==> src/shared/ssp_pkg.sv <==
// How it works
// - In a write cycle with buffer room, data and parity pins are captured into a two-entry write buffer on the rising system clock.
// - Read data for the address sampled at one edge is driven after the next edge.
// - With the output gate low, data and parity pins are driven for a read word that is due, unless a write is on the pins that cycle.
// - With the output gate high, data and parity pins are released.
// - A grounded burst-order strap selects linear order.
// - A high or floating burst-order strap selects interleaved order.
// - The test serial output moves to its next bit on the test clock's falling edge.
// - Test data and mode inputs are sampled on the test clock's rising edge.
// - A two-bit wrapping counter cleared on load, added to or XORed with the two lowest address bits, makes the burst.
package ssp_pkg;

  localparam int ADDR_W    = 19;
  localparam int DATA_W    = 32;
  localparam int PAR_W     = 4;
  localparam int BURST_W   = 2;
  localparam int SYNC_W    = 2;

  localparam logic [BURST_W-1:0] BURST_ZERO = 2'h0;
  localparam logic [BURST_W-1:0] BURST_ONE  = 2'h1;

  // One word on the data port, payload and parity
  typedef struct packed {
    logic [DATA_W-1:0] data;
    logic [PAR_W-1:0]  parity;
  } ssp_word_t;

  // One captured write, bound for the core
  typedef struct packed {
    logic [ADDR_W-1:0] addr;
    ssp_word_t         word;
  } ssp_wr_t;

  localparam ssp_word_t WORD_RESET = '0;
  localparam ssp_wr_t   WR_RESET   = '0;

  // Whole state of the port block
  typedef struct packed {
    logic [SYNC_W-1:0]  modeSync;
    logic               modeLinear;
    logic [SYNC_W-1:0]  oeSync;
    logic [SYNC_W:0]    tckSync;
    logic [SYNC_W-1:0]  tdiSync;
    logic [SYNC_W-1:0]  tmsSync;
    logic               tdiBit;
    logic               tmsBit;
    logic               tdo;
    logic [ADDR_W-3:0]  addrHigh;
    logic [BURST_W-1:0] start;
    logic [BURST_W-1:0] count;
    logic [ADDR_W-1:0]  memAddr;
    logic               readPend;
    ssp_word_t          outWord;
    logic               dqOe_n;
    ssp_wr_t            e0;
    ssp_wr_t            e1;
    logic               v0;
    logic               v1;
    logic               bufFree;
  } ssp_state_t;

endpackage : ssp_pkg

==> src/verilog/ssp_data_port.sv <==
module ssp_data_port (
  input  wire logic                      ref_clk,
  input  wire logic                      rst_n,
  input  wire logic [ssp_pkg::ADDR_W-1:0] addrIn,
  input  wire logic                      addrLoad,
  input  wire logic                      burstAdvance,
  input  wire logic                      readCycle,
  input  wire logic                      writeCycle,
  input  wire logic                      modeStrap,
  input  wire logic                      outEnable_n,
  input  wire ssp_pkg::ssp_word_t        dqIn,
  output ssp_pkg::ssp_word_t             dqOut,
  output logic                           dqOe_n,
  output logic      [ssp_pkg::ADDR_W-1:0] memAddr,
  input  wire ssp_pkg::ssp_word_t        rdData,
  output logic                           wrValid,
  output ssp_pkg::ssp_wr_t               wrItem,
  input  wire logic                      wrReady,
  output logic                           wrSpace,
  input  wire logic                      tck,
  input  wire logic                      tdi,
  input  wire logic                      tms,
  output logic                           tdo,
  output logic                           tdiBit,
  output logic                           tmsBit
);

  ssp_pkg::ssp_state_t s;
  ssp_pkg::ssp_state_t next_s;
  logic                tckRise;
  logic                tckFall;
  logic                pop;
  logic                push;
  ssp_pkg::ssp_wr_t    item;

  // Burst address low bits from start value and advance count
  function automatic logic [ssp_pkg::BURST_W-1:0] burstLow(
    input logic [ssp_pkg::BURST_W-1:0] start,
    input logic [ssp_pkg::BURST_W-1:0] count,
    input logic                        linear
  );
    if (linear)
    begin
      return ssp_pkg::BURST_W'(start + count);
    end
    return start ^ count;
  endfunction : burstLow

  // Edges of the synchronised test clock
  assign tckRise = s.tckSync[1] & ~s.tckSync[2];
  assign tckFall = ~s.tckSync[1] & s.tckSync[2];
  assign pop     = s.v0 & wrReady;
  assign push    = writeCycle & (~s.v1 | pop);
  assign item    = '{addr: s.memAddr, word: dqIn};

  // Next state of the whole block
  always_comb
  begin
    next_s = s;
    next_s.modeSync = {s.modeSync[0], modeStrap};
    next_s.oeSync   = {s.oeSync[0], outEnable_n};
    next_s.tckSync  = {s.tckSync[1:0], tck};
    next_s.tdiSync  = {s.tdiSync[0], tdi};
    next_s.tmsSync  = {s.tmsSync[0], tms};
    // Test port sampling and shifting
    if (tckRise)
    begin
      next_s.tdiBit = s.tdiSync[1];
      next_s.tmsBit = s.tmsSync[1];
    end
    if (tckFall)
    begin
      next_s.tdo = s.tdiBit;
    end
    // Burst counter
    if (addrLoad)
    begin
      next_s.addrHigh = addrIn[ssp_pkg::ADDR_W-1:ssp_pkg::BURST_W];
      next_s.start    = addrIn[ssp_pkg::BURST_W-1:0];
      next_s.count    = ssp_pkg::BURST_ZERO;
    end
    else if (burstAdvance)
    begin
      next_s.count = ssp_pkg::BURST_W'(s.count + ssp_pkg::BURST_ONE);
    end
    next_s.memAddr = {next_s.addrHigh,
                      burstLow(next_s.start, next_s.count, s.modeLinear)};
    // Read pipeline and output drive
    next_s.readPend = readCycle;
    if (s.readPend)
    begin
      next_s.outWord = rdData;
    end
    next_s.dqOe_n = ~(s.readPend & ~s.oeSync[1] & ~writeCycle);
    // Two-entry write buffer, captured from the pins
    if (pop)
    begin
      next_s.e0 = s.e1;
      next_s.v0 = s.v1;
      next_s.v1 = 1'b0;
    end
    if (push)
    begin
      if (!next_s.v0)
      begin
        next_s.e0 = item;
        next_s.v0 = 1'b1;
      end
      else
      begin
        next_s.e1 = item;
        next_s.v1 = 1'b1;
      end
    end
    next_s.bufFree = ~next_s.v1;
    // Reset; the strap is caught while reset is held
    if (!rst_n)
    begin
      next_s.modeLinear = ~s.modeSync[1];
      next_s.tdiBit     = 1'b0;
      next_s.tmsBit     = 1'b0;
      next_s.tdo        = 1'b0;
      next_s.addrHigh   = '0;
      next_s.start      = ssp_pkg::BURST_ZERO;
      next_s.count      = ssp_pkg::BURST_ZERO;
      next_s.memAddr    = '0;
      next_s.readPend   = 1'b0;
      next_s.outWord    = ssp_pkg::WORD_RESET;
      next_s.dqOe_n     = 1'b1;
      next_s.e0         = ssp_pkg::WR_RESET;
      next_s.e1         = ssp_pkg::WR_RESET;
      next_s.v0         = 1'b0;
      next_s.v1         = 1'b0;
      next_s.bufFree    = 1'b1;
    end
  end

  // State register
  always_ff @(posedge ref_clk)
  begin
    s <= next_s;
  end

  // Outputs straight from state
  assign dqOut   = s.outWord;
  assign dqOe_n  = s.dqOe_n;
  assign memAddr = s.memAddr;
  assign wrValid = s.v0;
  assign wrItem  = s.e0;
  assign wrSpace = s.bufFree;
  assign tdo     = s.tdo;
  assign tdiBit  = s.tdiBit;
  assign tmsBit  = s.tmsBit;
endmodule : ssp_data_port

==> config.mk <==
export PLATFORM = sky130hd
export DESIGN_NAME = ssp_data_port
export DESIGN_NICKNAME = d
export VERILOG_FILES = /design/src/shared/ssp_pkg.sv /design/src/verilog/ssp_data_port.sv
export SDC_FILE = /design/constraint.sdc
export NUM_CORES = 1
export LEC_CHECK = 0
export ABC_AREA = 1
export ABC_CLOCK_PERIOD_IN_PS = 3100
export BUFFER_PORTS_ARGS = -buffer_cell sky130_fd_sc_hd__buf_2
export CORE_MARGIN = 5
export CORE_UTILIZATION = 40
export CTS_CLUSTER_SIZE = 14
export DETAILED_ROUTE_END_ITERATION = 8
export GPL_ROUTABILITY_DRIVEN = 0
export SETUP_SLACK_MARGIN = 0.05
export SLEW_MARGIN = 10
export SYNTH_ARGS = -nofsm -noshare
export SYNTH_HDL_FRONTEND = slang
export SYNTH_SLANG_ARGS = --single-unit
export TNS_END_PERCENT = 10
==> constraint.sdc <==
create_clock -name ref_clk -period 3.1 [get_ports ref_clk]
set_input_delay 0.93 -clock ref_clk [delete_from_list [all_inputs] [get_ports ref_clk]]
set_output_delay 0.93 -clock ref_clk [all_outputs]
set_load 0.01 [all_outputs]
# --- After elaboration in Yosys (flattened, before gate mapping) ---
# Cells that the tools add are included.
totals:
  reg_bits: 206
  input_bits: 103
  out_inout_bits: 116
  wordCells: 57
op_classes:
  addsub: 2
  muxes: 12
  n_bitwise: 16
  reduce_logical: 1
op_table:
  columns: ["op", "n"]
  rows:
  - ["two-way mux 55 bit", 3]
  - ["two-way mux 112 bit", 1]
  - ["two-way mux 19 bit", 1]
  - ["two-way mux 2 bit", 5]
  - ["NOT 1 bit", 8]
  - ["bitwise AND 1 bit", 6]
  - ["adder 2 x 1 -> 2 bit (second input constant)", 1]
  - ["adder 2 bit", 1]
  - ["two-way mux 1 bit", 2]
  - ["AND reduction 2 bit", 1]
  - ["XOR 2 bit", 1]
  - ["bitwise OR 1 bit", 1]

# --- Longest topological paths before layout ---
depth:
  word_depth: 6
  depth_mapped: 13
  ltp_nobuf: 11

# --- Least setup slack after synthesis ---
# No wires, ideal clock.
synth_timing:
  path_kind: "input port to flip-flop"
  start: "input addrLoad"
  end: "register s (netlist bit memAddr[1])"
  t_arrival_ns: 1.913
  setup_slack_ns: 1.074
  cell_stages: 13
  path_buffers: 2
  path_cell_list: "inv_1 -> buf_2 -> buf_2 -> nand2_1 -> nand2_1 -> ha_1 -> nand2_1 -> inv_1 -> nand3_1 -> nand2_1 -> nand2_1 -> nand2_1 -> nor2_1"
synth_between:
  elab_chain_cells: 4
  word_cells_on_any_way: 6
  classes_between: "1 x add/sub; 4 x mux; 1 x bitwise"
synth_lines:
  columns: ["item", "line_no", "rtl"]
  rows:
  - ["start: declaration", "ssp_data_port.sv:5", "input wire logic addrLoad,"]
  - ["two-way mux 19 bit / two-way mux 2 bit (equally long branches)", "ssp_data_port.sv:76", "if (addrLoad)"]
  - ["adder 2 bit", "ssp_data_port.sv:44", "return ssp_pkg::BURST_W'(start + count);"]
  - ["two-way mux 2 bit", "ssp_data_port.sv:42", "if (linear)"]
  - ["two-way mux 2 bit *", "ssp_data_port.sv:46", "return start ^ count;"]
  - ["end signal: assignment", "ssp_data_port.sv:141", "s <= next_s;"]
  - ["end: declaration", "ssp_data_port.sv:28", "ssp_pkg::ssp_state_t s;"]
# Mark *: on every way between the ends. The rest lies on a longest branch, timed or not. The select of a mux whose other input is x is not followed.
# A chain may end at the register's enable or synchronous reset.

# --- Worst setup path in the final report ---
layout_timing:
  start: "register s (netlist bit wrValid)"
  end: "output wrValid"
layout_rtl:
  columns: ["item", "line_no", "rtl"]
  rows:
  - ["end: declaration", "ssp_data_port.sv:16", "output logic wrValid,"]
# No word-level cell between the ends.

==> results.py <==
metrics = {
    "power_and_ir_drop": {
        "vdd_drop_max_uv": 358,
        "power.density_mw_per_mm2": 594,
        "netSwitchingPower_mw": 1.63,
        "internal-power_mw": 4.03,
        "leakage_nw": 5.03,
        "seqPwrFrac_pct": 47.2,
        "switching_share_pct": 28.8,
        "p_comb_share_pct": 13.3,
        "clock_power_share_pct": 39.5,
    },
    "synthesis": {
        "synth_cells": 1267,
        "synth.ff_latch_count": 189,
        "ys_top_cells_by_count": "nand2_1 (353), nor2_1 (305), dfxtp_1 (188), buf_4 (126), inv_1 (95)",
        "syn_nets": 1371,
        "yosysTopAreaCell": "dfxtp_1",
        "synth-edff-count": 1,
        "synthTopCellsByArea": "dfxtp_1 (44%), nand2_1 (16%), nor2_1 (13%)",
        "synth_top_cell_area_share_pct": 44.1,
        "synth_cell_types": 16,
        "ys_seq_area_share_pct": 44.4,
        "async_flop_share_pct": 0,
        "synthFlopType": "dfxtp_1",
        "avgSynthCellArea_sq_um": 6.74,
        "syn-cell-area_sq_mm": 0.00854,
        "ys.warnings.count": 0,
        "yosysMostFrequentCell": "nand2_1",
    },
    "setup_path": {
        "cp.arrival_ns": 1.42,
        "crit_type": "reg2out",
        "slowest_delay_ns": 0.73,
        "worstSetupStartpointType": "flip-flop",
        "crit_family": "flip-flops",
        "crit_required_ns": 2.17,
        "worstPathCellList": "buf_2",
        "crit_start": "wrValid$_SDFF_PN0_",
        "worst-path-buf-inv": 1,
        "worstPathMaxFanout": 28,
        "timing.rr.start": "wrValid$_SDFF_PN0_",
        "cp_slowest_cell": "dfxtp_2",
        "endpoint_kind": "output pin",
    },
    "status": {
        "status": "completed",
    },
    "global_route": {
        "grt_overflow_total": 0,
        "grt_usage_pct": 16.7,
        "antenna_found_initial": 2,
        "grt_pass1_wl_microns": 33500,
        "grt_max_degree": 86,
        "grt_pass1_vias": 6634,
    },
    "floorplanning": {
        "fp.dieH_microns": 156,
        "die_area_sq_mm": 0.0244,
        "core-area_sq_mm": 0.0210,
        "design.portCount": 219,
        "die_w_microns": 156,
        "placementRows": 53,
        "initial_utilization_pct": 40.6,
    },
    "hold_path": {
        "hold_class": "reg2reg",
        "hold_path_startpoint": "next_s[195]$_DFF_P_",
    },
    "final_layout": {
        "fillers": 2229,
        "final_nets": 1440,
        "syn_to_final_growth_pct": 11.8,
        "n_antenna_cell": 0,
        "fin_util_pct": 45.4,
        "drive_gt1_share_pct": 19.9,
    },
    "sta": {
        "rsz0062_at_grt": "false",
        "hold_slack_ns": 0.329,
        "fin_skew_ns": 0.0100,
        "finalSetupViolations": 0,
        "worstMarginPinSlew_ns": 0.686,
        "slew_violations": 0,
        "tns_ns": 0,
        "max_slew_margin_pct": 54.3,
        "max_clock_freq_mhz": 426,
        "period_needed_ns": 2.35,
        "hold_viol_final": 0,
        "period_share_pct": 75.7,
    },
    "detailed_routing": {
        "drt-wirelength-per-cell_microns": 12.7,
        "ant_nets": 0,
        "wirelength_microns": 20600,
        "first_pass_iters": 4,
        "dr.first_iter.drc_count": 379,
        "drcViolationCount": 0,
        "vias": 7173,
        "drt-vias-per-instance": 4.42,
    },
    "place": {
        "post-dp-hpwl_microns": 13400,
        "portBuffers": 218,
    },
    "clock_tree": {
        "htree_levels": 4,
        "ctsResizeCount": 0,
        "clk_pin_slew_worst_paths_ns": 0.07,
        "root_buffer": "clkbuf_16",
        "cts_setup_buffers": 0,
        "clkSinkCount": 189,
        "clock_latency_ns": 0.43,
        "cts_tree": "yes",
        "cts_buffers": 17,
        "clk_path_buf_depth": 2,
        "postCtsHoldBufs": 0,
    },
    "job": {
        "cap_violations": 0,
    },
}
per-stage QoR:
stage                     total power [mW]  setup slack [ns]  area (sq um)  instances
after floorplan                       3.34              1.07          8540       1267
after global placement                3.48             0.814          8940       1592
after detailed placement              3.49             0.767          8940       1592
after CTS                             5.73             0.730          9550       1624
after global routing                  5.98             0.680          9550       1624
final                                 5.67             0.752          9550       1624
path summary, 6_finish.rpt:
check                             to  slack [ns]  cells past startpoint
hold reg to reg       s[195]$_DFF_P_        0.33                      0
hold / removal        s[195]$_DFF_P_        0.33                      0
setup / recovery             wrValid        0.75                      1
setup reg to reg  s[34]$_SDFFE_PN0P_        1.11                      8
power by group through the flow:
| stage | sequential, mW | combinational, mW | clock (mW) |
|---|---|---|---|
| 2_1_floorplan | 2.71 | 0.638 | 0 |
| 3_5_place_dp | 2.73 | 0.761 | 0 |
| 6_report | 2.68 | 0.753 | 2.24 |
| 3_3_place_gp | 2.73 | 0.753 | 0 |
| 4_1_cts | 2.68 | 0.763 | 2.29 |
| 5_1_grt | 2.70 | 0.866 | 2.41 |
layout make-up:
type / instances / area [sq um] / share of cell area [%]
inverter: 97 / 364 / 3.81
tap: 275 / 344 / 3.60
clock inverter: 15 / 176 / 1.85
sequential: 189 / 3790 / 39.8
multi-input combinational: 800 / 3210 / 33.6
timing repair buffer: 231 / 1230 / 12.9
clock buffer: 17 / 425 / 4.46
layout by cell type (no fill, tap or decap):
cell type	n
dfxtp_2	1
clkinvlp_4	3
nand3_2	1
clkinv_1	2
buf_4	11
inv_6	2
nor2_4	2
inv_8	5
nor4_1	1
nand2_1	352
nor2_1	303
clkinv_8	2
buf_2	217
clkinv_4	2
inv_1	95
bufinv_16	1
nand3_1	60
o21ai_0	55
edfxtp_1	1
dfxtp_1	187
clkbuf_16	17
a21oi_1	22
nor3_1	2
nand2_2	1
ha_1	1
buf_12	3
layer usage:
layer / share of wire, % / vias up / wire (microns) / GRT usage, %
met5: 0.092 / - / 19 / 0
met4: 1.1 / 4 / 221 / 4.30
met3: 7.7 / 19 / 1590 / 5.80
met2: 44 / 183 / 9040 / 26.4
met1: 47 / 3133 / 9770 / 22.1
li1: - / 3834 / - / -
flip-flops by register name, summed over array words and instances (netlist names), 2 cells and up:
signal,cells
s,84
next_s,6
dqOut,36
wrItem,55
memAddr,2
worst register-to-register path: cells and delay by family (launching register included):
| family | cells | cell delay, ns |
|---|---|---|
| buffers and inverters | 1 | 0.37 |
| flip-flops | 1 | 0.73 |
| AND/OR/NAND/NOR | 7 | 0.78 |
cell families after synthesis:
group	after synthesis	share of synthesized area, %
buffers and inverters	278	18.2
adder cells (fa/ha/maj)	1	0.147
AO/OA/AOI/OAI	77	4.51
flip-flops	189	44.4
AND/OR/NAND/NOR	722	32.7
Note: power is estimated with default switching activity, not from simulation.
